## src/pkg/pwm_pkg.sv

```systemverilog
// Shared constants and types for the two-channel pulse-width modulator
package pwm_pkg;

  // ****************************************
  // Timing
  // ****************************************
  localparam int CLK_HZ          = 25_000_000;
  localparam int BURST_CYCLE_MS  = 5;
  localparam int BURST_CYCLE_CLKS = CLK_HZ / 1000 * BURST_CYCLE_MS;
  localparam int BURST_STEPS     = 256;
  localparam int CLKS_PER_UNIT   = 4;
  localparam int DIV_W           = 17;

  // ****************************************
  // Widths
  // ****************************************
  localparam int NUM_CH   = 2;
  localparam int PERIOD_W = 8;
  localparam int DUTY_W   = 10;
  localparam int COUNT_W  = 10;
  localparam int ADDR_W   = 8;

  // ****************************************
  // Register map
  // ****************************************
  localparam logic [7:0] ADDR_PERIOD = 8'h00;
  localparam logic [7:0] ADDR_DUTY1  = 8'h04;
  localparam logic [7:0] ADDR_DUTY2  = 8'h08;
  localparam logic [7:0] ADDR_CMD    = 8'h0C;
  localparam logic [7:0] ADDR_BURST  = 8'h10;
  localparam logic [7:0] ADDR_STATUS = 8'h14;

  localparam int CMD_START_BIT = 0;
  localparam int CMD_STOP_BIT  = 1;
  localparam int CMD_BURST_BIT = 2;
  localparam int CMD_CHAN_BIT  = 3;

  localparam int BURST_LEVEL_LSB  = 0;
  localparam int BURST_CYCLES_LSB = 8;

  localparam int STAT_ACTIVE_LSB = 0;
  localparam int STAT_BURST_BIT  = 2;
  localparam int STAT_LEFT_LSB   = 8;

  localparam logic [7:0]  PERIOD_RST = 8'h00;
  localparam logic [9:0]  DUTY_RST   = 10'h000;
  localparam logic [15:0] BURST_RST  = 16'h0000;

  // ****************************************
  // Types
  // ****************************************
  typedef struct packed {
    logic start;
    logic stop;
    logic burst;
    logic chan;
  } cmd_t;

  typedef struct packed {
    logic [7:0] cycles;
    logic [7:0] level;
  } burst_cfg_t;

  typedef enum logic {BURST_IDLE, BURST_RUN} burst_state_t;

endpackage

```

## src/hw/pwm_timer.sv

```systemverilog
// Shared period timer: counts system clocks over one mark-plus-space cycle
`timescale 1ns/10ps
module pwm_timer (
  // Clock and reset
  input  wire logic                          clk_i,
  input  wire logic                          rst_i,
  // Control
  input  wire logic                          restart_i,
  input  wire logic                          run_i,
  input  wire logic [pwm_pkg::PERIOD_W-1:0]  period_i,
  // Timer state
  output logic      [pwm_pkg::COUNT_W-1:0]   count_o,
  output logic                               wrap_o
);

  logic [pwm_pkg::PERIOD_W-1:0] period_reg;
  logic [pwm_pkg::PERIOD_W-1:0] period_next;
  logic [pwm_pkg::COUNT_W-1:0]  count_reg;
  logic [pwm_pkg::COUNT_W-1:0]  count_next;
  logic [pwm_pkg::COUNT_W-1:0]  last;

  // Cycle is (period+1)*4 clocks, so the last count is period*4+3
  assign last = {period_reg, 2'b11};
  assign wrap_o  = run_i && (count_reg == last);
  assign count_o = count_reg;

  always_comb begin
    period_next = period_reg;
    count_next  = count_reg;
    if (restart_i) begin
      period_next = period_i;
      count_next  = '0;
    end else if (!run_i) begin
      count_next = '0;
    end else if (count_reg == last) begin
      count_next = '0;
    end else begin
      count_next = count_reg + 10'h001;
    end
  end

  always_ff @(posedge clk_i) begin
    if (rst_i) begin
      period_reg <= pwm_pkg::PERIOD_RST;
      count_reg  <= '0;
    end else begin
      period_reg <= period_next;
      count_reg  <= count_next;
    end
  end
endmodule // pwm_timer

```

## src/hw/pwm_channel.sv

```systemverilog
// One output channel: duty compare against the shared timer
`timescale 1ns/10ps
module pwm_channel (
  // Clock and reset
  input  wire logic                         clk_i,
  input  wire logic                         rst_i,
  // Commands
  input  wire logic                         start_i,
  input  wire logic                         stop_i,
  input  wire logic                         duty_wr_i,
  input  wire logic [pwm_pkg::DUTY_W-1:0]   duty_i,
  // Shared timer
  input  wire logic [pwm_pkg::COUNT_W-1:0]  count_i,
  input  wire logic                         wrap_i,
  // Output
  output logic                              out_o,
  output logic                              active_o
);

  logic                        active_reg;
  logic                        active_next;
  logic [pwm_pkg::DUTY_W-1:0]  duty_reg;
  logic [pwm_pkg::DUTY_W-1:0]  duty_next;
  logic [pwm_pkg::DUTY_W-1:0]  pend_reg;
  logic [pwm_pkg::DUTY_W-1:0]  pend_next;
  logic                        pend_valid_reg;
  logic                        pend_valid_next;
  logic                        out_reg;
  logic                        out_next;

  always_comb begin
    active_next     = active_reg;
    duty_next       = duty_reg;
    pend_next       = pend_reg;
    pend_valid_next = pend_valid_reg;
    if (stop_i) begin
      active_next     = 1'b0;
      pend_valid_next = 1'b0;
    end else if (start_i) begin
      active_next     = 1'b1;
      duty_next       = duty_i;
      pend_valid_next = 1'b0;
    end else if (active_reg) begin
      // New duty waits for the cycle boundary to avoid a clipped pulse
      if (wrap_i) begin
        if (duty_wr_i) begin
          duty_next = duty_i;
        end else if (pend_valid_reg) begin
          duty_next = pend_reg;
        end
        pend_valid_next = 1'b0;
      end else if (duty_wr_i) begin
        pend_next       = duty_i;
        pend_valid_next = 1'b1;
      end
    end
    // Mark from cycle start while the count is below the duty
    out_next = active_reg && (count_i < duty_reg);
  end

  always_ff @(posedge clk_i) begin
    if (rst_i) begin
      active_reg     <= 1'b0;
      duty_reg       <= pwm_pkg::DUTY_RST;
      pend_reg       <= pwm_pkg::DUTY_RST;
      pend_valid_reg <= 1'b0;
      out_reg        <= 1'b0;
    end else begin
      active_reg     <= active_next;
      duty_reg       <= duty_next;
      pend_reg       <= pend_next;
      pend_valid_reg <= pend_valid_next;
      out_reg        <= out_next;
    end
  end

  assign out_o    = out_reg;
  assign active_o = active_reg;
endmodule // pwm_channel

```

## src/hw/pwm_unit.sv

```systemverilog
// Two-channel pulse-width modulator with APB registers and burst mode
//
// Chosen here: the register addresses and the APB interface to the registers.
`timescale 1ns/10ps
module pwm_unit #(
  parameter int BURST_CYCLE_CLKS = pwm_pkg::BURST_CYCLE_CLKS
) (
  // Clock and reset
  input  wire logic                          CLK_I,
  input  wire logic                          RST_I,
  // APB slave
  input  wire logic                          PSEL_I,
  input  wire logic                          PENABLE_I,
  input  wire logic                          PWRITE_I,
  input  wire logic [pwm_pkg::ADDR_W-1:0]    PADDR_I,
  input  wire logic [31:0]                   PWDATA_I,
  output logic      [31:0]                   PRDATA_O,
  output logic                               PREADY_O,
  output logic                               PSLVERR_O,
  // Core state
  input  wire logic                          LOWPWR_I,
  // Pins
  output logic      [pwm_pkg::NUM_CH-1:0]    PWM_O,
  output logic      [pwm_pkg::NUM_CH-1:0]    PWM_OE_O
);

  // Burst step length; a cycle is 256 steps, truncated to whole clocks
  localparam int TICK_CLKS = (BURST_CYCLE_CLKS / pwm_pkg::BURST_STEPS < 1) ? 1 :
                             BURST_CYCLE_CLKS / pwm_pkg::BURST_STEPS;
  localparam logic [pwm_pkg::DIV_W-1:0] TICK_LAST = pwm_pkg::DIV_W'(TICK_CLKS - 1);

  // ****************************************
  // APB slave
  // ****************************************
  logic        pready_reg;
  logic        pready_next;
  logic [31:0] prdata_reg;
  logic [31:0] prdata_next;
  logic        pslverr_reg;
  logic        pslverr_next;
  logic        access;
  logic        commit;
  logic        mapped;
  logic        wr;

  logic [pwm_pkg::PERIOD_W-1:0] period_reg;
  logic [pwm_pkg::PERIOD_W-1:0] period_next;
  logic [pwm_pkg::DUTY_W-1:0]   duty_reg [pwm_pkg::NUM_CH];
  logic [pwm_pkg::DUTY_W-1:0]   duty_next [pwm_pkg::NUM_CH];
  pwm_pkg::burst_cfg_t          bcfg_reg;
  pwm_pkg::burst_cfg_t          bcfg_next;
  pwm_pkg::cmd_t                cmd;

  logic [pwm_pkg::NUM_CH-1:0]   ch_active;
  logic [pwm_pkg::NUM_CH-1:0]   ch_out;
  logic [pwm_pkg::NUM_CH-1:0]   ch_start;
  logic [pwm_pkg::NUM_CH-1:0]   ch_stop;
  logic [pwm_pkg::NUM_CH-1:0]   ch_duty_wr;
  logic [pwm_pkg::COUNT_W-1:0]  count;
  logic                         wrap;
  logic                         timer_restart;

  pwm_pkg::burst_state_t        bstate_reg;
  pwm_pkg::burst_state_t        bstate_next;
  logic                         bchan_reg;
  logic                         bchan_next;
  logic [7:0]                   bleft_reg;
  logic [7:0]                   bleft_next;
  logic [7:0]                   bstep_reg;
  logic [7:0]                   bstep_next;
  logic [pwm_pkg::DIV_W-1:0]    bdiv_reg;
  logic [pwm_pkg::DIV_W-1:0]    bdiv_next;
  logic                         btick;

  logic [pwm_pkg::NUM_CH-1:0]   pin_reg;
  logic [pwm_pkg::NUM_CH-1:0]   pin_next;
  logic [pwm_pkg::NUM_CH-1:0]   pin_oe_reg;
  logic [pwm_pkg::NUM_CH-1:0]   pin_oe_next;

  assign access = PSEL_I && PENABLE_I;
  assign commit = access && pready_reg;
  assign wr     = commit && PWRITE_I;

  always_comb begin
    if (PADDR_I == pwm_pkg::ADDR_PERIOD) begin
      mapped = 1'b1;
    end else if (PADDR_I == pwm_pkg::ADDR_DUTY1) begin
      mapped = 1'b1;
    end else if (PADDR_I == pwm_pkg::ADDR_DUTY2) begin
      mapped = 1'b1;
    end else if (PADDR_I == pwm_pkg::ADDR_CMD) begin
      mapped = 1'b1;
    end else if (PADDR_I == pwm_pkg::ADDR_BURST) begin
      mapped = 1'b1;
    end else if (PADDR_I == pwm_pkg::ADDR_STATUS) begin
      mapped = 1'b1;
    end else begin
      mapped = 1'b0;
    end
  end

  // One wait state: answer lands on the second access cycle
  always_comb begin
    pready_next  = access && !pready_reg;
    pslverr_next = access && !pready_reg && !mapped;
    prdata_next  = 32'h0000_0000;
    if (access && !pready_reg && !PWRITE_I) begin
      if (PADDR_I == pwm_pkg::ADDR_PERIOD) begin
        prdata_next[pwm_pkg::PERIOD_W-1:0] = period_reg;
      end else if (PADDR_I == pwm_pkg::ADDR_DUTY1) begin
        prdata_next[pwm_pkg::DUTY_W-1:0] = duty_reg[0];
      end else if (PADDR_I == pwm_pkg::ADDR_DUTY2) begin
        prdata_next[pwm_pkg::DUTY_W-1:0] = duty_reg[1];
      end else if (PADDR_I == pwm_pkg::ADDR_BURST) begin
        prdata_next[15:0] = bcfg_reg;
      end else if (PADDR_I == pwm_pkg::ADDR_STATUS) begin
        prdata_next[pwm_pkg::STAT_ACTIVE_LSB +: pwm_pkg::NUM_CH] = ch_active;
        prdata_next[pwm_pkg::STAT_BURST_BIT] = (bstate_reg == pwm_pkg::BURST_RUN);
        prdata_next[pwm_pkg::STAT_LEFT_LSB +: 8] = bleft_reg;
      end
    end
  end

  // ****************************************
  // Registers and command decode
  // ****************************************
  always_comb begin
    period_next = period_reg;
    bcfg_next   = bcfg_reg;
    for (int c = 0; c < pwm_pkg::NUM_CH; c++) begin
      duty_next[c] = duty_reg[c];
    end
    cmd = '0;
    if (wr) begin
      if (PADDR_I == pwm_pkg::ADDR_PERIOD) begin
        period_next = PWDATA_I[pwm_pkg::PERIOD_W-1:0];
      end else if (PADDR_I == pwm_pkg::ADDR_DUTY1) begin
        duty_next[0] = PWDATA_I[pwm_pkg::DUTY_W-1:0];
      end else if (PADDR_I == pwm_pkg::ADDR_DUTY2) begin
        duty_next[1] = PWDATA_I[pwm_pkg::DUTY_W-1:0];
      end else if (PADDR_I == pwm_pkg::ADDR_BURST) begin
        bcfg_next.level  = PWDATA_I[pwm_pkg::BURST_LEVEL_LSB +: 8];
        bcfg_next.cycles = PWDATA_I[pwm_pkg::BURST_CYCLES_LSB +: 8];
      end else if (PADDR_I == pwm_pkg::ADDR_CMD) begin
        cmd.start = PWDATA_I[pwm_pkg::CMD_START_BIT];
        cmd.stop  = PWDATA_I[pwm_pkg::CMD_STOP_BIT];
        cmd.burst = PWDATA_I[pwm_pkg::CMD_BURST_BIT];
        cmd.chan  = PWDATA_I[pwm_pkg::CMD_CHAN_BIT];
      end
    end
  end

  always_comb begin
    for (int c = 0; c < pwm_pkg::NUM_CH; c++) begin
      // Halt on low power, explicit stop, a start with zero period or a burst taking the pin
      ch_stop[c] = LOWPWR_I ||
                   (cmd.chan == c[0] && (cmd.stop || cmd.burst)) ||
                   (cmd.chan == c[0] && cmd.start && period_reg == '0);
      ch_start[c] = cmd.chan == c[0] && cmd.start && !cmd.stop && period_reg != '0;
      ch_duty_wr[c] = wr && (PADDR_I == (c == 0 ? pwm_pkg::ADDR_DUTY1 :
                                                  pwm_pkg::ADDR_DUTY2));
    end
  end

  assign timer_restart = |ch_start;

  // ****************************************
  // Shared timer and channels
  // ****************************************
  pwm_timer u_timer (
    .clk_i     (CLK_I),
    .rst_i     (RST_I),
    .restart_i (timer_restart),
    .run_i     (|ch_active),
    .period_i  (period_reg),
    .count_o   (count),
    .wrap_o    (wrap)
  );

  for (genvar g = 0; g < pwm_pkg::NUM_CH; g++) begin : g_ch
    pwm_channel u_ch (
      .clk_i     (CLK_I),
      .rst_i     (RST_I),
      .start_i   (ch_start[g]),
      .stop_i    (ch_stop[g]),
      .duty_wr_i (ch_duty_wr[g]),
      .duty_i    (duty_next[g]),
      .count_i   (count),
      .wrap_i    (wrap),
      .out_o     (ch_out[g]),
      .active_o  (ch_active[g])
    );
  end

  // ****************************************
  // Burst mode
  // ****************************************
  assign btick = (bdiv_reg == TICK_LAST);

  always_comb begin
    bstate_next = bstate_reg;
    bchan_next  = bchan_reg;
    bleft_next  = bleft_reg;
    bstep_next  = bstep_reg;
    bdiv_next   = bdiv_reg;
    case (bstate_reg)
      pwm_pkg::BURST_IDLE: begin
        if (cmd.burst && !LOWPWR_I && bcfg_reg.cycles != 8'h00) begin
          bstate_next = pwm_pkg::BURST_RUN;
          bchan_next  = cmd.chan;
          bleft_next  = bcfg_reg.cycles;
          bstep_next  = 8'h00;
          bdiv_next   = '0;
        end
      end
      pwm_pkg::BURST_RUN: begin
        bdiv_next = btick ? '0 : bdiv_reg + 17'h00001;
        if (LOWPWR_I || (cmd.stop && cmd.chan == bchan_reg)) begin
          bstate_next = pwm_pkg::BURST_IDLE;
          bleft_next  = 8'h00;
        end else if (btick) begin
          bstep_next = bstep_reg + 8'h01;
          if (bstep_reg == 8'hFF) begin
            bleft_next = bleft_reg - 8'h01;
            if (bleft_reg == 8'h01) begin
              bstate_next = pwm_pkg::BURST_IDLE;
            end
          end
        end
      end
      default: bstate_next = pwm_pkg::BURST_IDLE;
    endcase
  end

  // ****************************************
  // Pin drive
  // ****************************************
  always_comb begin
    for (int c = 0; c < pwm_pkg::NUM_CH; c++) begin
      if (bstate_reg == pwm_pkg::BURST_RUN && bchan_reg == c[0]) begin
        pin_oe_next[c] = 1'b1;
        pin_next[c]    = bstep_reg < bcfg_reg.level;
      end else begin
        pin_oe_next[c] = ch_active[c];
        // Gate with active so a stopped pin never shows a stale mark
        pin_next[c]    = ch_out[c] & ch_active[c];
      end
    end
  end

  always_ff @(posedge CLK_I) begin
    if (RST_I) begin
      pready_reg  <= 1'b0;
      prdata_reg  <= 32'h0000_0000;
      pslverr_reg <= 1'b0;
      period_reg  <= pwm_pkg::PERIOD_RST;
      bcfg_reg    <= pwm_pkg::BURST_RST;
      for (int c = 0; c < pwm_pkg::NUM_CH; c++) begin
        duty_reg[c] <= pwm_pkg::DUTY_RST;
      end
      bstate_reg  <= pwm_pkg::BURST_IDLE;
      bchan_reg   <= 1'b0;
      bleft_reg   <= 8'h00;
      bstep_reg   <= 8'h00;
      bdiv_reg    <= '0;
      pin_reg     <= '0;
      pin_oe_reg  <= '0;
    end else begin
      pready_reg  <= pready_next;
      prdata_reg  <= prdata_next;
      pslverr_reg <= pslverr_next;
      period_reg  <= period_next;
      bcfg_reg    <= bcfg_next;
      for (int c = 0; c < pwm_pkg::NUM_CH; c++) begin
        duty_reg[c] <= duty_next[c];
      end
      bstate_reg  <= bstate_next;
      bchan_reg   <= bchan_next;
      bleft_reg   <= bleft_next;
      bstep_reg   <= bstep_next;
      bdiv_reg    <= bdiv_next;
      pin_reg     <= pin_next;
      pin_oe_reg  <= pin_oe_next;
    end
  end

  assign PREADY_O  = pready_reg;
  assign PRDATA_O  = prdata_reg;
  assign PSLVERR_O = pslverr_reg;
  assign PWM_O     = pin_reg;
  assign PWM_OE_O  = pin_oe_reg;
endmodule // pwm_unit

```

## config.mk

```make
export PLATFORM = sky130hd
export DESIGN_NAME = pwm_unit
export DESIGN_NICKNAME = d
export VERILOG_FILES = /design/src/pkg/pwm_pkg.sv /design/src/hw/pwm_timer.sv /design/src/hw/pwm_channel.sv /design/src/hw/pwm_unit.sv
export SDC_FILE = /design/constraint.sdc
export NUM_CORES = 1
export LEC_CHECK = 0
export ABC_AREA = 1
export BUFFER_PORTS_ARGS = -buffer_cell sky130_fd_sc_hd__clkbuf_2
export CAP_MARGIN = 30
export CORE_MARGIN = 10
export CORE_UTILIZATION = 60
export CTS_CLUSTER_DIAMETER = 40
export DETAILED_ROUTE_END_ITERATION = 8
export PLACE_DENSITY = 0.81
export SLEW_MARGIN = 10
export SYNTH_ARGS = -nofsm -noshare
export SYNTH_HDL_FRONTEND = slang
export SYNTH_HIERARCHICAL = 1
export SYNTH_SLANG_ARGS = --single-unit
```

## constraint.sdc

```tcl
create_clock -name CLK_I -period 2.2 [get_ports CLK_I]
set_input_delay 0.22 -clock CLK_I [delete_from_list [all_inputs] [get_ports CLK_I]]
set_output_delay 0.22 -clock CLK_I [all_outputs]
set_load 0.02 [all_outputs]
```

==> metrics.csv, run 1 <==
metric,value,unit
internal-power,5.029,mW
num-fill-cells,1205,
pin_count,84,
worstHoldPathType,in2reg,
drt_pass1_iterations,5,
post-place-ws,0.05561,ns
synthMuxAreaShare,0,%
ys_top_cells_by_area,"dfxtp_1 (38%), nand2_1 (11%), inv_1 (7.4%), nor2_1 (7.2%), a21oi_1 (5.6%)",
setup_ws,0.09326,ns
grt_max_degree,33,
clockPowerShare,50.0,%
clock_skew,0.008952,ns
fp.dieW,140.6,um
core,14370,sq um
place_area,9251,sq um
synth.distinct_cells,47,
clock_path_buffers,2,
cts.clk_slew.worst_paths,0.06,ns
start_util,60.71,%
synthSimpleGateAreaFrac,29.65,%
cp-end-kind,register,
rsz0062_at_grt,true,
setup-violations-final,0,
status,completed,
synth_top_area_share,37.87,%
slew_headroom,60.31,%
synth_xor_area_share,1.807,%
setup.worst_path.start_class,register,
seq_area,3303,sq um
n_antenna_cell,0,
synth_warnings,6,
numPortBuffers,51,
maxSlewViolCount,0,
multiInputGateArea,4473,sq um
nNetsFinal,1410,
gp_congestion,0.9403,
synth_top_family_by_area,simple AND/OR/NAND/NOR gates,
grtUsageTotal,22.84,%
grt_first_pass_wirelength,37410,um
clock_tree.root_cell,clkbuf_16,
finalHoldViolations,0,
swShare,20.94,%
postLayoutCellArea,9918,sq um
crit_chain,"nand4_4, clkinv_4, nand2_4, nor2_8, nand3_1, nor2_2, nor2_1, nor2_2, nand3_2, buf_12, nor2_1, nor2_1",
layout_commonest_cell,nand2_1,
slowest_delay,0.40,ns
antenna_found_initial,0,
ys_ff_latch,165,
hold_path_depth,3,
r2r_end,g_ch[1].u_ch/duty_reg[9],
reg2reg_slack,0.09,ns
pwr-share-seq,47.0,%
max_freq,0.4747,GHz
drtIter0Drc,794,
vias,8419,
min_from,PWDATA_I[15],
grt_pass1_vias,7822,
ir_drop,0.0005542,V
layout_common_cells,"nand2_1 (255), inv_1 (172), nor2_1 (166)",
p_switching,1.332,mW
async_flop_share,0,%
period_needed,2.107,ns
antenna_left,0,
power.leakage,4.553,nW
rows,44,
cap_violations,0,
drt_wl_total,23110,um
numCtsBuffers,17,
crit_path_frequent_cell,nor2_1,
final_cells,1531,
dieArea,19760,sq um
drc,0,
slowest_stage,dfxtp_1,
synthCells,1270,
arrival,2.43,ns
drive_gt1_share,14.18,%
p_comb_share,3.0,%
critPathMaxFanout,20,
post-route-period-util,95.76,%
area_growth_syn_to_layout,13.70,%
clk_latency,0.43,ns
synth_top_area_cell,dfxtp_1,
grt.overflow.total,0,
die_h,140.6,um
worstReg2RegStart,PREADY_O,
viasPerCell,5.499,
cts_tree,built,
dp_hpwl,16500,um
tightestPinTransition,0.5932,ns
cts.sink_count,165,
ys.flop_type,dfxtp_1,
min_to,bcfg_reg[15],
syn_area_per_cell,6.869,sq um
r2r_cells,12,
synth_fa_ha_area_share,4.303,%
yosysSeqAreaShare,37.87,%
worst-setup-path-type,reg2reg,
dp_cells,1499,
wl_per_cell,15.10,um
power_density,641.3,nW/um^2
synth_edf_count,0,
hold_buffers,0,
syn_area,8723,sq um
h-tree-depth,4,
required,2.52,ns
synth_compound_area_share,14.40,%
## power by group through the flow
stage	clock (mW)	sequential, mW	combinational [mW]
after floorplan	0	3.06	0.121
after global placement	0	3.06	0.179
after detailed placement	0	3.06	0.179
after CTS	3.21	2.99	0.181
after global routing	3.34	2.99	0.202
final	3.18	2.99	0.188
## worst max-delay path: cells and delay by family (launching register included)
family / cells / cell delay [ns]
buffers and inverters: 2 / 0.28
AND/OR/NAND/NOR: 10 / 1.33
flip-flops: 1 / 0.40
## worst max path at each step
stage	startpoint	to
after detailed placement	PADDR_I[7]	g_ch[0].u_ch/pend_reg[4]
after CTS	PREADY_O	g_ch[1].u_ch/duty_reg[9]
after global routing	PREADY_O	g_ch[1].u_ch/pend_reg[6]
final	PREADY_O	g_ch[1].u_ch/duty_reg[9]
after floorplan	PREADY_O	g_ch[1].u_ch/duty_reg[0]
after global placement	PADDR_I[7]	g_ch[0].u_ch/pend_reg[4]
## layer usage
layer	wire (um)	GRT usage, %	up-vias
met4	812	10.87	0
li1	-	-	4155
met2	10440	34.93	366
met1	9746	29.23	3839
met5	0	0	-
met3	2115	6.214	59
## synthesized netlist by cell type (4+ instances only)
library cell,n
or2_2,15
o21ai_1,19
nand4_1,9
buf_6,4
nand2_1,256
nor2_4,4
nand3_2,7
nand2_2,10
a211oi_1,9
buf_2,24
nand3_1,58
dfxtp_1,165
xor2_1,16
nor2_2,9
buf_4,17
clkbuf_1,12
o21ai_0,88
ha_1,30
nor2_1,168
o221ai_1,6
inv_1,172
nand2_4,6
a21oi_1,97
inv_2,10
nor3_1,26
## area by class of cell
class	count	share of cell area, %
tap	184	2.321
timing repair buffer	88	5.879
clock inverter	7	1.451
multi-input combinational	877	45.10
clock buffer	25	4.895
sequential	165	33.30
inverter	185	7.052
## per-stage QoR
step / utilization [%] / hold slack [ns] / setup TNS (ns) / total power, mW
floorplan: - / 0.2968 / 0 / 3.179
global placement: 64.39 / 0.4311 / 0 / 3.235
detailed placement: 64.39 / 0.4363 / 0 / 3.236
CTS: 68.77 / 0.06069 / 0 / 6.381
global route: 69.03 / 0.08089 / -0.2560 / 6.533
finish: 69.03 / 0.06858 / 0 / 6.361
## cells by family (layout without fill, tap and decap cells)
group,after synthesis,count (layout)
xor gates and xnor gates,18,18
DFF,165,165
buffers and inverters,243,305
AOI/OAI and AO/OA,234,234
and+or+nand+nor,579,579
other,1,16
adders and majority gates,30,30
## repair_timing
action	CTS	global route
setup buffers	0	0
setup endpoints to repair	0	51
gates resized for setup	0	12
endpoints found under the hold margin	0	0
No activity file was read; power rests on OpenSTA's default activity.
==> run 2, diff against run 1 <==
==> constraint.sdc (replaced) <==
create_clock -name CLK_I -period 2.2 [get_ports CLK_I]
set_input_delay 0.11 -clock CLK_I [delete_from_list [all_inputs] [get_ports CLK_I]]
set_output_delay 0.11 -clock CLK_I [all_outputs]
set_load 0.02 [all_outputs]
==> metrics.csv, run 2 (synthesized netlist as in run 1, its figures left out) <==
metric,value,unit
drive_gt1_share,15.61,%
layout_common_cells,"nand2_1 (254), inv_1 (170), nor2_1 (165)",
die_h,140.6,um
highest_layer,met4,
numCtsBuffers,17,
setup-violations-final,0,
swShare,22.98,%
layout_commonest_cell,nand2_1,
antenna_left,0,
area_growth_syn_to_layout,15.69,%
wirelength_met1,10230,um
met3WireLength,1761,um
r2r_end,g_ch[0].u_ch/duty_reg[8],
grt_pass1_vias,7511,
drt_wl_total,23560,um
arrival,2.49,ns
setup_ws,0.09360,ns
viasPerCell,5.424,
p_comb_share,3.3,%
pwr-share-seq,48.6,%
wl_met2,11120,um
clock_tree.root_cell,clkbuf_16,
rows,44,
hold_slack,0.01708,ns
post-place-ws,-0.2915,ns
dieArea,19760,sq um
post-route-period-util,95.75,%
grt.overflow.total,0,
tns,0,ns
n_antenna_cell,0,
pin_count,84,
clockPowerShare,48.1,%
start_util,60.71,%
grt_max_degree,33,
gp_congestion,0.9287,
drtIter0Drc,805,
clk_latency,0.44,ns
tightestPinTransition,0.7087,ns
min_to,period_reg[4],
required,2.59,ns
drt_pass1_iterations,5,
numPortBuffers,51,
min_from,PWDATA_I[4],
finalHoldViolations,0,
p_total,6.150,mW
reg2reg_slack,0.09,ns
internal-power,4.737,mW
nNetsFinal,1434,
grtUsageTotal,22.68,%
period_needed,2.106,ns
power.leakage,4.631,nW
drc,0,
final_cells,1555,
ir_drop,0.0006024,V
cts.sink_count,165,
wl_per_cell,15.15,um
cp-end-kind,register,
hold_path_depth,3,
slew_headroom,52.39,%
worstHoldPathType,in2reg,
core,14370,sq um
antenna_found_initial,0,
clock_skew,0.006203,ns
cts_tree,built,
h-tree-depth,4,
setup.worst_path.start_class,register,
status,completed,
fp.dieW,140.6,um
cap_violations,0,
power_density,609.4,nW/um^2
vias,8435,
grt_first_pass_wirelength,36960,um
p_switching,1.413,mW
cts.clk_slew.worst_paths,0.06,ns
max_freq,0.4747,GHz
dp_hpwl,16660,um
worstReg2RegStart,u_timer/count_o[7],
critPathMaxFanout,10,
worst-setup-path-type,reg2reg,
r2r_cells,12,
dp_cells,1509,
clock_path_buffers,2,
maxSlewViolCount,0,
[run 2: stage by stage]
| step | cell area [sq um] | utilization (%) |
|---|---|---|
| after floorplan | 8780 | - |
| after global placement | 9301 | 64.73 |
| after detailed placement | 9301 | 64.73 |
| after CTS | 9967 | 69.37 |
| after global routing | 10090 | 70.24 |
| final | 10090 | 70.24 |
[run 2: critical path, cell delays in order, from the launching register on]
cell	delay, ns
dfxtp_1	0.46
inv_1	0.16
a21oi_1	0.18
nand3b_1	0.09
nor3_1	0.17
buf_4	0.18
nor2_4	0.05
nor2_2	0.19
buf_4	0.17
nand3_4	0.13
nand2_1	0.10
nand2_1	0.07
nor2_1	0.09
[run 2: area by class of cell]
| type | instances | area [sq um] |
|---|---|---|
| Clock buffer | 19 | 442.9 |
| Clock inverter | 13 | 132.6 |
| Fill cell | 1167 | 4277 |
| Inverter | 185 | 699.4 |
| Multi-Input combinational cell | 879 | 4539 |
| Sequential cell | 165 | 3304 |
| Tap cell | 184 | 230.2 |
| Timing Repair Buffer | 110 | 743.2 |
[run 2: power groups by stage]
stage,clock network [mW],registers (mW),logic [mW]
4_1_cts,2.97,2.99,0.194
3_3_place_gp,0,3.06,0.181
6_report,2.96,2.99,0.205
2_1_floorplan,0,3.06,0.121
3_5_place_dp,0,3.06,0.182
5_1_grt,3.10,2.99,0.219
[run 2: worst max path at each step]
stage	startpoint	endpoint	slack (ns)	depth (start not counted)
after global placement	PREADY_O	g_ch[1].u_ch/duty_reg[6]	-0.15	11
final	u_timer/count_o[7]	g_ch[0].u_ch/duty_reg[8]	0.09	12
after detailed placement	PREADY_O	g_ch[1].u_ch/duty_reg[1]	-0.29	11
after floorplan	PREADY_O	g_ch[1].u_ch/duty_reg[0]	0.15	12
after CTS	u_timer/count_o[0]	g_ch[0].u_ch/duty_reg[9]	0.02	12
after global routing	period_reg[7]	g_ch[0].u_ch/duty_reg[0]	-0.09	14
[run 2: timing repair]
| action | 4_1_cts | 5_1_grt |
|---|---|---|
| resized for setup | 3 | 18 |
| hold buffers | 8 | 0 |
| pin swaps | 0 | 5 |
| endpoints found under the setup margin | 23 | 54 |
| endpoints found under the hold margin | 7 | 0 |
| setup buffers | 0 | 4 |
| gates cloned | 0 | 2 |
[run 2: routing by layer]
metal / up-vias / global-route usage [%]
met5: - / 0
met4: 0 / 7.663
met3: 43 / 4.770
met2: 294 / 36.95
met1: 3889 / 29.16
li1: 4209 / -
==> run 3, diff against run 2 <==
--- a/config.mk
+++ b/config.mk
@@ -12,6 +12,7 @@
 export CORE_UTILIZATION = 60
 export CTS_CLUSTER_DIAMETER = 40
 export DETAILED_ROUTE_END_ITERATION = 8
+export MAX_ROUTING_LAYER = met4
 export PLACE_DENSITY = 0.81
 export SLEW_MARGIN = 10
 export SYNTH_ARGS = -nofsm -noshare
==> metrics.csv, run 3 (synthesized netlist as in run 1, its figures left out) <==
metric,value,unit
status,completed,
antenna_found_initial,0,
clock_tree.root_cell,clkbuf_16,
layout_common_cells,"nand2_1 (255), inv_1 (171), nor2_1 (165)",
die_h,140.6,um
clock_path_buffers,2,
drive_gt1_share,14.88,%
setup.worst_path.start_class,register,
r2r_end,g_ch[0].u_ch/duty_reg[0],
cts.clk_slew.worst_paths,0.06,ns
max_freq,0.4821,GHz
maxSlewViolCount,0,
grt_max_degree,34,
grt_pass1_vias,7625,
period_needed,2.074,ns
slowest_stage,o21ai_0,
rows,44,
n_antenna_cell,0,
worstHoldPathType,in2reg,
rsz0062_at_grt,true,
postLayoutCellArea,10030,sq um
tightestPinTransition,0.6297,ns
drc,0,
numPortBuffers,51,
crit_chain,"nand4_4, buf_4, nor2_1, inv_1, o21ai_0, inv_1, o21ai_0, nand2_1, nor2_1, nor2_1",
slew_headroom,57.70,%
numCtsBuffers,17,
critPathMaxFanout,10,
drt_wl_total,22810,um
grtUsageTotal,23.01,%
drtIter0Drc,780,
setup-violations-final,0,
pin_count,84,
wl_per_cell,14.73,um
vias,8352,
crit_buf_inv,3,
power.leakage,4.609,nW
gp_congestion,0.9308,
grt.overflow.total,0,
cts.sink_count,165,
crit_path_end,g_ch[0].u_ch/duty_reg[0],
worstReg2RegStart,PREADY_O,
cp_top_family,simple AND/OR/NAND/NOR gates,
slowest_delay,0.42,ns
start_util,60.71,%
clk_latency,0.43,ns
r2r_cells,10,
worst-setup-path-type,reg2reg,
layout_commonest_cell,nand2_1,
crit_path_frequent_cell,nor2_1,
nNetsFinal,1428,
required,2.53,ns
critPathLaunch,PREADY_O,
ir_drop,0.0005807,V
arrival,2.40,ns
antenna_left,0,
area_growth_syn_to_layout,14.93,%
cap_violations,0,
cts_tree,built,
reg2reg_slack,0.13,ns
drt_pass1_iterations,7,
fp.dieW,140.6,um
post-route-period-util,94.28,%
place_area,9279,sq um
cp.depth,10,
post-route-util,69.78,%
power_density,614.8,nW/um^2
grt_first_pass_wirelength,36610,um
core,14370,sq um
cp-end-kind,register,
finalHoldViolations,0,
h-tree-depth,4,
clock_skew,0.008001,ns
dieArea,19760,sq um
viasPerCell,5.395,
dp_hpwl,16470,um
==> run 3: cell count changes in the layout (fill, tap and decap cells not counted), moves of 2 or more <==
cell / before / now
nor2_2: 7 / 10
o21ai_1: 20 / 24
clkbuf_1: 1 / 4
clkinv_2: 5 / 3
o21ai_0: 87 / 83
clkinvlp_4: 4 / 2
nor2_4: 9 / 6
buf_4: 49 / 45
==> run 3: cell type report <==
type                            instances  area (sq um)
Multi-Input combinational cell        878          4506
Timing Repair Buffer                  105         703.2
Inverter                              185         699.4
Sequential cell                       165          3304
Tap cell                              184         230.2
Clock buffer                           22         454.2
Fill cell                            1178          4343
Clock inverter                          9         128.9
==> run 3: power by group <==
part	total, mW	internal [mW]	leakage (nW)	switching (mW)
Sequential	2.99	2.99	1.33	0.000940
Clock	2.97	1.80	0.280	1.17
Combinational	0.200	0.0550	3.00	0.145
==> run 3: per-stage QoR <==
| stage | total power, mW | setup slack [ns] | instances | hold WS (ns) | setup TNS (ns) |
|---|---|---|---|---|---|
| final | 6.164 | 0.1259 | 1548 | 0.03516 | 0 |
| after global routing | 6.330 | -0.04905 | 1548 | 0.02382 | -0.1135 |
| after CTS | 6.188 | 0.008196 | 1544 | 0.002438 | 0 |
| after detailed placement | 3.237 | -0.2765 | 1506 | 0.3738 | -3.265 |
| after global placement | 3.237 | -0.1356 | 1506 | 0.3728 | -1.337 |
| after floorplan | 3.179 | 0.1492 | 1285 | 0.1868 | 0 |
==> run 3: what timing repair did <==
item                                    4_1_cts  5_1_grt
hold buffers                                  7        0
endpoints found under the setup margin       21       51
cloned                                        0        1
pin swaps                                     0        2
setup buffers                                 0        3
resized for setup                             3       16
endpoints found under the hold margin         6        0
==> run 3: worst reg2reg max path, delay by kind of cell, from the launching register on <==
family / cells / cell delay, ns
AOI/OAI and AO/OA: 2 / 0.51
buffers and inverters: 3 / 0.48
DFF: 1 / 0.37
and+or+nand+nor: 5 / 0.61
==> run 3: how the worst min path moves through the flow <==
stage / startpoint / endpoint / slack, ns / depth (start not counted)
after floorplan: RST_I / g_ch[0].u_ch/active_o / 0.19 / 1
after global placement: PWDATA_I[11] / bcfg_reg[11] / 0.37 / 3
after detailed placement: PWDATA_I[11] / bcfg_reg[11] / 0.37 / 3
after CTS: PWDATA_I[10] / bcfg_reg[10] / 0.002 / 3
after global routing: PWDATA_I[8] / bcfg_reg[8] / 0.02 / 3
final: PWDATA_I[10] / bcfg_reg[10] / 0.04 / 3
==> run 3: layer usage <==
layer  global-route usage, %  vias up  share of wire [%]
li1                        -     4186                  -
met1                   28.79     3815                 44
met2                   35.76      301                 46
met3                   5.643       50                7.7
met4                   7.663        0                2.1
met5                       -        -                  0
